### src/iec_pkg.sv
/*
 * Shared constants for the edge-clear and pending block: register
 * offsets, field positions, reset values and the selector decode.
 * Assumes a 32-bit AXI4-Lite register bus with byte addresses.
 */
package iec_pkg;

   // Bus geometry
   localparam int unsigned ADDR_W       = 16;
   localparam int unsigned DATA_W       = 32;

   // Register byte offsets
   localparam logic [15:0] OFS_CLEAR_CMD  = 16'hF660;
   localparam logic [15:0] OFS_PENDING    = 16'hF680;
   localparam logic [15:0] OFS_IRQ_STATUS = 16'hF6A0;
   localparam logic [15:0] OFS_IRQ_MASK   = 16'hF6A4;

   // Clear command fields
   localparam int unsigned CLR_FIRE_BIT = 8;
   localparam int unsigned SEL_LSB      = 0;
   localparam int unsigned SEL_W        = 4;
   localparam logic [3:0]  SEL_RESET    = 4'h0;

   // External inputs and their pending positions
   localparam int unsigned N_EXT        = 6;
   localparam int unsigned EXT_PEND_LSB = 2;
   localparam int unsigned N_SRC        = 32;

   // Named pending positions
   localparam int unsigned PEND_SPI      = 31;
   localparam int unsigned PEND_DMA2_LSB = 27;
   localparam int unsigned PEND_PCI2     = 26;
   localparam int unsigned PEND_ACPME    = 25;
   localparam int unsigned PEND_ACLINK   = 24;
   localparam int unsigned PEND_PCIPM    = 23;
   localparam int unsigned PEND_RSVD     = 20;
   localparam int unsigned OTHER_W       = 23;
   localparam logic [31:0] PEND_RESET    = 32'h0000_0000;

   // Level coding: zero means the source is disabled
   localparam int unsigned LVL_W        = 3;
   localparam logic [2:0]  LVL_OFF      = 3'h0;

   // Event status and mask resets
   localparam logic [5:0]  STATUS_RESET = 6'h00;
   localparam logic [5:0]  MASK_RESET   = 6'h00;

   // Selector codes of the six external inputs
   localparam logic [3:0]  SEL_EXT0     = 4'h2;
   localparam logic [3:0]  SEL_EXT1     = 4'h3;
   localparam logic [3:0]  SEL_EXT2     = 4'h4;
   localparam logic [3:0]  SEL_EXT3     = 4'h5;
   localparam logic [3:0]  SEL_EXT4     = 4'h6;
   localparam logic [3:0]  SEL_EXT5     = 4'hB;

   // AXI responses
   localparam logic [1:0]  RESP_OKAY    = 2'h0;
   localparam logic [1:0]  RESP_SLVERR  = 2'h2;

   // Selector code to one-hot external input; other codes select none
   function automatic logic [5:0] iec_sel_decode(input logic [3:0] code);
      logic [5:0] hot;
      hot = 6'h00;
      unique case (code)
         SEL_EXT0: hot = 6'h01;
         SEL_EXT1: hot = 6'h02;
         SEL_EXT2: hot = 6'h04;
         SEL_EXT3: hot = 6'h08;
         SEL_EXT4: hot = 6'h10;
         SEL_EXT5: hot = 6'h20;
         default:  hot = 6'h00;
      endcase
      return hot;
   endfunction

endpackage

### src/iec_edge_if.sv
/*
 * Carrier between the register core and the external edge bank.
 * Assumes both ends run on the same clock.
 */
`timescale 1ns/1ps
interface iec_edge_if;
   logic [5:0] clr;   // One-cycle clear per input
   logic [5:0] latch; // Latched edge per input
   logic [5:0] rise;  // One-cycle edge event per input

   modport bank (input clr, output latch, output rise);
   modport core (output clr, input latch, input rise);
endinterface

### src/iec_edge_clear_pending.sv
/*
 * Interrupt edge-clear command and raw pending register behind an
 * AXI4-Lite slave, with an event status/mask pair and one interrupt.
 * The six external pins pass an edge bank; a write that fires sends
 * it a one-cycle clear and it returns the latched edges.
 * Assumes on-chip sources are synchronous to mclk, external pins are
 * not, and the level register block outside supplies source levels.
 * Assumes the master keeps at most one write and one read open.
 * Limitation: a pin pulse shorter than one clock may be missed.
 * Limitation: pending lags on-chip sources by a clock, delivery by two; pins take four and five.
 * Reserved selector codes are stored but clear nothing.
 */
// Local design decision: register access over AXI4-Lite.
// Function
// - Writing fire clears selected external edge
// - Fire bit self-clears, always reads zero
// - Four-bit selector, reset zero, reserved codes
// - Selector codes map to external inputs 0-5
// - Pending shows on-chip request or pin edge latch, ignores levels
// - Pending read-only, reset zero, writes ignored
// - Bit 31 serial, 30-27 second DMA
// - Bits 26-23 second PCI, codec, PCI power
// - Level zero source never delivered onward
`timescale 1ns/1ps
module iec_edge_clear_pending
   import iec_pkg::*;
(
   input  wire logic                   mclk,
   input  wire logic                   sys_rst,
   // AXI4-Lite write address
   input  wire logic [ADDR_W-1:0]      s_axi_awaddr,
   input  wire logic                   s_axi_awvalid,
   output logic                        s_axi_awready,
   // AXI4-Lite write data
   input  wire logic [DATA_W-1:0]      s_axi_wdata,
   input  wire logic [3:0]             s_axi_wstrb,
   input  wire logic                   s_axi_wvalid,
   output logic                        s_axi_wready,
   // AXI4-Lite write response
   output logic [1:0]                  s_axi_bresp,
   output logic                        s_axi_bvalid,
   input  wire logic                   s_axi_bready,
   // AXI4-Lite read address
   input  wire logic [ADDR_W-1:0]      s_axi_araddr,
   input  wire logic                   s_axi_arvalid,
   output logic                        s_axi_arready,
   // AXI4-Lite read data
   output logic [DATA_W-1:0]           s_axi_rdata,
   output logic [1:0]                  s_axi_rresp,
   output logic                        s_axi_rvalid,
   input  wire logic                   s_axi_rready,
   // On-chip request lines, same clock
   input  wire logic                   spi_req,
   input  wire logic [3:0]             second_dma_unit_req,
   input  wire logic                   second_pci_controller_req,
   input  wire logic                   audio_codec_power_event_req,
   input  wire logic                   audio_codec_link_req,
   input  wire logic                   pci_power_management_req,
   input  wire logic [OTHER_W-1:0]     other_req,
   // External interrupt pins, asynchronous
   input  wire logic [N_EXT-1:0]       ext_int_pin,
   // Programmed levels, three bits per source
   input  wire logic [N_SRC*LVL_W-1:0] source_priority_levels,
   // Requests passed on to priority resolution
   output logic [N_SRC-1:0]            source_request_vector,
   output logic                        irq
);

   // All state in one record: one comb copy, one register
   typedef struct packed {
      // Write channel capture
      logic              aw_got;
      logic [ADDR_W-1:0] aw_addr;
      logic              w_got;
      logic [DATA_W-1:0] w_data;
      logic [3:0]        w_strb;
      logic              awready;
      logic              wready;
      logic              bvalid;
      logic [1:0]        bresp;

      // Read channel
      logic              arready;
      logic              rvalid;
      logic [DATA_W-1:0] rdata;
      logic [1:0]        rresp;

      // Block state
      logic [SEL_W-1:0]  sel;
      logic [N_EXT-1:0]  clr;
      logic [N_SRC-1:0]  pend;
      logic [N_SRC-1:0]  deliver;
      logic [N_EXT-1:0]  status;
      logic [N_EXT-1:0]  mask;
      logic              irq;
   } iec_state_t;

   iec_state_t s_q;
   iec_state_t s_d;

   // Carrier to the edge bank, same clock at both ends
   iec_edge_if eif ();

   // Pins are asynchronous; only the bank touches them raw
   // External pins: sync, edge latch, clear
   iec_edge_bank u_bank (
      .mclk        (mclk),
      .sys_rst     (sys_rst),
      .ext_int_pin (ext_int_pin),
      .eif         (eif)
   );

   // Clear pulse comes straight from a flip-flop
   assign eif.clr = s_q.clr;

   // Levels come from outside already clocked, so no sync here
   // level zero gates delivery
   logic [N_SRC-1:0] lvl_on;
   genvar gi;
   generate
      for (gi = 0; gi < N_SRC; gi++) begin : g_lvl
         assign lvl_on[gi] = (source_priority_levels[gi*LVL_W +: LVL_W] != LVL_OFF);
      end
   endgenerate

   // Next state: bus, command, pending, events
   always_comb begin
      logic [N_SRC-1:0] pend_v;
      logic [DATA_W-1:0] rd_v;
      logic [1:0]        rr_v;
      logic [SEL_W-1:0]  sel_v;
      logic [N_EXT-1:0]  w1c_v;
      pend_v = PEND_RESET;
      rd_v   = '0;
      rr_v   = RESP_OKAY;
      sel_v  = s_q.sel;
      w1c_v  = '0;
      s_d    = s_q;
      // Clear pulse lasts one cycle only
      s_d.clr = '0;

      // Take address and data in either order
      // Each half waits in the record until the other arrives
      if (s_axi_awvalid && s_q.awready) begin
         s_d.aw_got  = 1'b1;
         s_d.aw_addr = s_axi_awaddr;
      end
      if (s_axi_wvalid && s_q.wready) begin
         s_d.w_got  = 1'b1;
         s_d.w_data = s_axi_wdata;
         s_d.w_strb = s_axi_wstrb;
      end
      // Response stands until the master takes it
      if (s_axi_bvalid && s_axi_bready) begin
         s_d.bvalid = 1'b0;
      end

      // Commit once both halves are held
      // Effects land on the clock that raises bvalid
      if (s_q.aw_got && s_q.w_got && !s_q.bvalid) begin
         s_d.aw_got = 1'b0;
         s_d.w_got  = 1'b0;
         s_d.bvalid = 1'b1;
         s_d.bresp  = RESP_OKAY;
         // Word decode; address bits 1:0 are ignored
         unique case (s_q.aw_addr[ADDR_W-1:2])
            OFS_CLEAR_CMD[ADDR_W-1:2]: begin
               // Byte 0 holds the selector, byte 1 the fire bit
               // selector held, reset zero
               if (s_q.w_strb[0]) begin
                  sel_v = s_q.w_data[SEL_LSB +: SEL_W];
               end
               s_d.sel = sel_v;
               // fire issues one clear
               // Uses the selector written in the same word
               if (s_q.w_strb[1] && s_q.w_data[CLR_FIRE_BIT]) begin
                  s_d.clr = iec_sel_decode(sel_v);
               end
            end
            OFS_PENDING[ADDR_W-1:2]: begin
               s_d.bresp = RESP_OKAY;
            end
            OFS_IRQ_STATUS[ADDR_W-1:2]: begin
               if (s_q.w_strb[0]) begin
                  // Write one to clear; an edge in the same clock wins
                  w1c_v = s_q.w_data[N_EXT-1:0];
               end
            end
            OFS_IRQ_MASK[ADDR_W-1:2]: begin
               if (s_q.w_strb[0]) begin
                  // A one lets that event raise irq
                  s_d.mask = s_q.w_data[N_EXT-1:0];
               end
            end
            default: begin
               // Unmapped write: error answer, nothing changes
               s_d.bresp = RESP_SLVERR;
            end
         endcase
      end

      // One write at a time: no capture while a response waits
      // Ready low while a half is held, so none is overwritten
      s_d.awready = !s_d.aw_got && !s_d.bvalid;
      s_d.wready  = !s_d.w_got && !s_d.bvalid;

      // Read mux from current state
      // Reads have no side effects, so the mux runs every cycle
      unique case (s_axi_araddr[ADDR_W-1:2])
         OFS_CLEAR_CMD[ADDR_W-1:2]: begin
            // Fire has no storage, so it can never read back
            // fire reads as zero
            rd_v[SEL_LSB +: SEL_W] = s_q.sel;
         end
         OFS_PENDING[ADDR_W-1:2]: begin
            // Whole pending word, reserved bit already zero
            rd_v = s_q.pend;
         end
         OFS_IRQ_STATUS[ADDR_W-1:2]: begin
            rd_v[N_EXT-1:0] = s_q.status;
         end
         OFS_IRQ_MASK[ADDR_W-1:2]: begin
            rd_v[N_EXT-1:0] = s_q.mask;
         end
         default: begin
            // Unmapped read: error answer, data left zero
            rr_v = RESP_SLVERR;
         end
      endcase

      // Read: answer one cycle after the address is taken
      // Data stays frozen while rvalid waits for rready
      if (s_axi_rvalid && s_axi_rready) begin
         s_d.rvalid = 1'b0;
      end
      if (s_axi_arvalid && s_q.arready) begin
         s_d.rvalid = 1'b1;
         s_d.rdata  = rd_v;
         s_d.rresp  = rr_v;
      end
      s_d.arready = !s_d.rvalid;

      // Pending is registered so a read sees one clock's word
      // raw requests, no level or mask
      pend_v[OTHER_W-1:0] = other_req;
      pend_v[PEND_SPI]               = spi_req;
      pend_v[PEND_DMA2_LSB +: 4]     = second_dma_unit_req;
      pend_v[PEND_PCI2]              = second_pci_controller_req;
      pend_v[PEND_ACPME]             = audio_codec_power_event_req;
      pend_v[PEND_ACLINK]            = audio_codec_link_req;
      pend_v[PEND_PCIPM]             = pci_power_management_req;

      // External inputs report their latched edge
      // They stay set until software fires a clear
      pend_v[EXT_PEND_LSB +: N_EXT]  = eif.latch;
      // Written last so no source can reach it
      // reserved pending bit zero
      pend_v[PEND_RSVD]              = 1'b0;
      s_d.pend = pend_v;

      // One clock behind pending, ahead of priority logic
      // disabled sources withheld
      s_d.deliver = s_q.pend & lvl_on;

      // Edge events are sticky; a set in the clear cycle wins
      s_d.status = (s_q.status & ~w1c_v) | eif.rise;
      // Irq from next state, so it adds no clock of lag
      s_d.irq    = |(s_d.status & s_d.mask);
   end

   // Reset loads constants only; no logic in the reset branch
   // State register; every output is a field of it
   always_ff @(posedge mclk or posedge sys_rst) begin
      if (sys_rst) begin
         s_q         <= '0;
         s_q.sel     <= SEL_RESET;
         s_q.pend    <= PEND_RESET;
         s_q.status  <= STATUS_RESET;
         s_q.mask    <= MASK_RESET;
         s_q.bresp   <= RESP_OKAY;
         s_q.rresp   <= RESP_OKAY;
      end else begin
         s_q <= s_d;
      end
   end

   // No output is combinational, which keeps bus timing clean
   // Port drive straight from the state register
   assign s_axi_awready         = s_q.awready;
   assign s_axi_wready          = s_q.wready;
   assign s_axi_bvalid          = s_q.bvalid;
   assign s_axi_bresp           = s_q.bresp;
   assign s_axi_arready         = s_q.arready;
   assign s_axi_rvalid          = s_q.rvalid;
   assign s_axi_rdata           = s_q.rdata;
   assign s_axi_rresp           = s_q.rresp;
   assign source_request_vector = s_q.deliver;
   assign irq                   = s_q.irq;

endmodule

### src/iec_edge_bank.sv
/*
 * Edge bank for the external interrupt pins: two-stage synchroniser,
 * rising-edge detector and a latch per pin that software clears.
 * Assumes asynchronous pins and a single clock mclk.
 */
`timescale 1ns/1ps
module iec_edge_bank
   import iec_pkg::*;
(
   input  wire logic             mclk,
   input  wire logic             sys_rst,
   input  wire logic [N_EXT-1:0] ext_int_pin,
   iec_edge_if.bank              eif
);

   typedef struct packed {
      logic [N_EXT-1:0] meta;
      logic [N_EXT-1:0] sync;
      logic [N_EXT-1:0] prev;
      logic [N_EXT-1:0] latch;
      logic [N_EXT-1:0] rise;
   } iec_bank_t;

   iec_bank_t s_q;
   iec_bank_t s_d;

   // Edge detect and latch; meta feeds only the second stage
   always_comb begin
      s_d      = s_q;
      s_d.meta = ext_int_pin;
      s_d.sync = s_q.meta;
      s_d.prev = s_q.sync;
      s_d.rise = s_q.sync & ~s_q.prev;
      // selected latch cleared
      // Set wins so an edge in the clear cycle survives
      s_d.latch = (s_q.latch & ~eif.clr) | s_d.rise;
   end

   // State register
   always_ff @(posedge mclk or posedge sys_rst) begin
      if (sys_rst) begin
         s_q <= '0;
      end else begin
         s_q <= s_d;
      end
   end

   assign eif.latch = s_q.latch;
   assign eif.rise  = s_q.rise;

endmodule

### config.mk
export PLATFORM = sky130hd
export DESIGN_NAME = iec_edge_clear_pending
export DESIGN_NICKNAME = d
export VERILOG_FILES = /design/src/iec_pkg.sv /design/src/iec_edge_if.sv /design/src/iec_edge_clear_pending.sv /design/src/iec_edge_bank.sv
export SDC_FILE = /design/constraint.sdc
export NUM_CORES = 1
export LEC_CHECK = 0
export BUFFER_PORTS_ARGS = -buffer_cell sky130_fd_sc_hd__buf_4
export CORE_MARGIN = 10
export CORE_UTILIZATION = 35
export DETAILED_ROUTE_END_ITERATION = 10
export GPL_ROUTABILITY_DRIVEN = 0
export PLACE_DENSITY = 0.64
export SETUP_SLACK_MARGIN = 0.3
export SLEW_MARGIN = 20
export SYNTH_ARGS = -nofsm -noshare
export SYNTH_HDL_FRONTEND = slang
export SYNTH_SLANG_ARGS = --single-unit
### constraint.sdc
create_clock -name mclk -period 16 [get_ports mclk]
set_clock_uncertainty 0.05 [all_clocks]
set_input_delay 0.8 -clock mclk [delete_from_list [all_inputs] [get_ports mclk]]
set_output_delay 0.8 -clock mclk [all_outputs]
set_load 0.02 [all_outputs]
==> impl_metrics.toml <==
[status]
status = "completed"

[clock_tree]
cts_buffers = 17
root_buffer = "clkbuf_16"
cts_sinks = 178
path_clk_slew_ns = 0.07
cts_tree = "done"
cts-resized-gates = 0
clockBufferDepth = 2
post_cts_buffers = 0
htreeDepth = 4
clock_latency_ns = 0.42
ctsHoldBuffers = 0

[yosys]
async_flop_share = 1.00
synth.avg_cell_area_um2 = 12.7
ys_top_cells_by_area = "dfrtp_1 (65%), buf_4 (7.4%), mux2_2 (5.7%), o31a_1 (3.9%), nand2_1 (3.6%)"
synth_edf_count = 0
yosysTopAreaCellShare = 0.646
ys_warn_count = 0
ys_ff_latch = 178
synth_cell_types = 47
ys_seq_area_frac = 0.646
yosys_most_used_dff = "dfrtp_1"
syn_area_um2 = 6900
synth_largest_area_cell = "dfrtp_1"
synthCells = 544

[floorplanning]
core_um2 = 19400
std_cell_rows = 51
io-pin-count = 283
die_y_um = 160
die_w_um = 160
die_area_um2 = 25700
start_util = 0.356

[detailed_routing]
via_count = 4520
drt-total-wl_um = 16900
post-route-drc-count = 0
drtIter0Drc = 259
via_per_inst = 4.51
post_drt_wl_per_cell_um = 16.9
antenna_left = 0
dr.pass1.iters = 5

[hold_path]
min_path_type = "flop to flop"

[timing]
min_period_ns = 2.59
tns_ns = 0
worstMarginPinSlew_ns = 0.896
finalHoldViolations = 0
fmax_ghz = 0.386
relSlewSlack = 0.403
post-route-period-util = 0.162
rsz0062_at_grt = "false"
setup_viol = 0
hold_slack_ns = 0.300
drv_slew = 0
fin_ws_ns = 13.41

[pwr]
p_total_mw = 1.10
p_per_area_nw_per_um2 = 122
vdd_drop_max_v = 0.0000949
leakagePower_nw = 4.19

[setup_path]
start_kind = "flop"
r2r-end = "irq$_DFF_PP0_"
cp_data_arrival_time_ns = 2.83
crit_start = "s_q[168]$_DFFE_PP0P_"
r2r-start = "s_q[168]$_DFFE_PP0P_"
r2r_slack_ns = 13.41
cp-end-kind = "flop"
endpoint = "irq$_DFF_PP0_"
crit_type = "flop to flop"
path_max_fanout = 6
crit_required_ns = 16.24
ff2ff_path_depth = 6

[placement]
placed_cells = 970
place_ws_ns = 13.06
port_buffers = 237
dp_hpwl_um = 13100

[grt]
antenna_found_initial = 0
grt_max_degree = 97
grt_pass1_wl_um = 26800
grt_pass1_vias = 4844
grt-ovfl-total = 0
grt.total_usage = 0.130

[cells_and_area]
area_growth_pct = 31.2
finalNetCount = 933
drive_gt1_frac = 0.429
final_cell_count_no_fill = 1002
n_antenna_cell = 0

[job]
max_cap_violations = 0
-- how the worst min path moves through the flow --
stage	slack, ns	endpoint	cells past startpoint	startpoint
floorplan	0.28	u_bank.s_d[12]$_DFF_PP0_	0	u_bank.s_d[18]$_DFF_PP0_
global placement	0.28	u_bank.s_d[15]$_DFF_PP0_	0	u_bank.s_d[21]$_DFF_PP0_
detailed placement	0.28	u_bank.s_d[13]$_DFF_PP0_	0	u_bank.s_d[19]$_DFF_PP0_
CTS	0.30	u_bank.s_d[14]$_DFF_PP0_	0	u_bank.s_d[20]$_DFF_PP0_
global route	0.30	u_bank.s_d[14]$_DFF_PP0_	0	u_bank.s_d[20]$_DFF_PP0_
finish	0.30	u_bank.s_d[14]$_DFF_PP0_	0	u_bank.s_d[20]$_DFF_PP0_
-- registers in the layout, summed over array words and instances (netlist names), 6 cells and up --
signal and count:
s_q 72, u_bank.eif.latch 6, eif.clr 6, u_bank.eif.rise 6, s_axi_rdata 31, u_bank.s_q 6, source_request_vector 31, u_bank.s_d 12
-- final cells by class --
cell class / count / area (um^2)
fill: 1819 / 10300
sequential: 178 / 4450
multi-input combinational: 269 / 1810
timing repair buffer: 240 / 1810
clock buffer: 20 / 457
tap: 265 / 332
clock inverter: 12 / 124
inverter: 18 / 72.6
-- power by group --
part	internal, mW	switching (mW)
clock	0.226	0.179
combinational	0.0892	0.0733
sequential	0.498	0.0404
-- kinds of logic (layout without fill, tap and decap cells) --
family	count (synthesis)	count (layout)	share of synthesized area
simple gates	129	129	0.0970
flops	178	178	0.646
mux	40	40	0.0644
compound gates	96	96	0.0985
other cells	1	4	0.000544
buf+inv	100	290	0.0939
-- layer usage --
metal,track usage,vias to the layer above,part of all wire
li1,-,2159,-
met1,0.151,2190,0.41
met2,0.219,158,0.50
met3,0.0547,13,0.081
met4,0.0301,0,0.0088
met5,0,-,0
-- cells in the final DEF (no fill, tap or decap), types with 3 or more instances in the layout --
cell / synthesis / layout
a21oi_1: 4 / 4
o31a_1: 31 / 31
a31oi_1: 8 / 8
inv_1: 18 / 17
o21ai_0: 12 / 12
nand3_1: 3 / 3
a21o_1: 7 / 7
clkinvlp_4: 0 / 4
nor3_1: 4 / 4
and3_1: 3 / 3
nor2_1: 18 / 18
clkbuf_16: 0 / 17
clkinv_4: 0 / 4
o21ai_1: 20 / 20
buf_4: 68 / 239
nor2b_1: 10 / 10
inv_6: 0 / 3
dfrtp_1: 178 / 178
nand2_1: 66 / 66
mux2_2: 35 / 35
nand3b_1: 3 / 3
conb_1: 1 / 4
mux2i_1: 5 / 5
a222oi_1: 4 / 4
-- cell usage after synthesis, types with 3 or more instances --
cell	instances
a31oi_1	8
inv_1	18
mux2i_1	5
a21o_1	7
a222oi_1	4
nor2b_1	10
nor3_1	4
o21ai_1	20
mux2_2	35
nand3b_1	3
and3_1	3
clkbuf_1	9
a21oi_1	4
nand2_1	66
nand3_1	3
nor2_1	18
o21ai_0	12
dfrtp_1	178
buf_4	68
o31a_1	31
-- per-stage QoR --
step / util / area (um^2)
2_1_floorplan: - / 6910
3_3_place_gp: 0.437 / 8470
3_5_place_dp: 0.437 / 8470
4_1_cts: 0.466 / 9050
5_1_grt: 0.467 / 9050
6_report: 0.467 / 9050
-- critical path, cell delays in order (launching register included) --
cell	delay (ns)
dfrtp_1	0.40
nor4b_4	0.36
inv_1	0.14
nor4_4	0.49
mux2_2	0.40
a22o_1	0.22
a2111o_1	0.40
(Power assumes the default switching activity.)
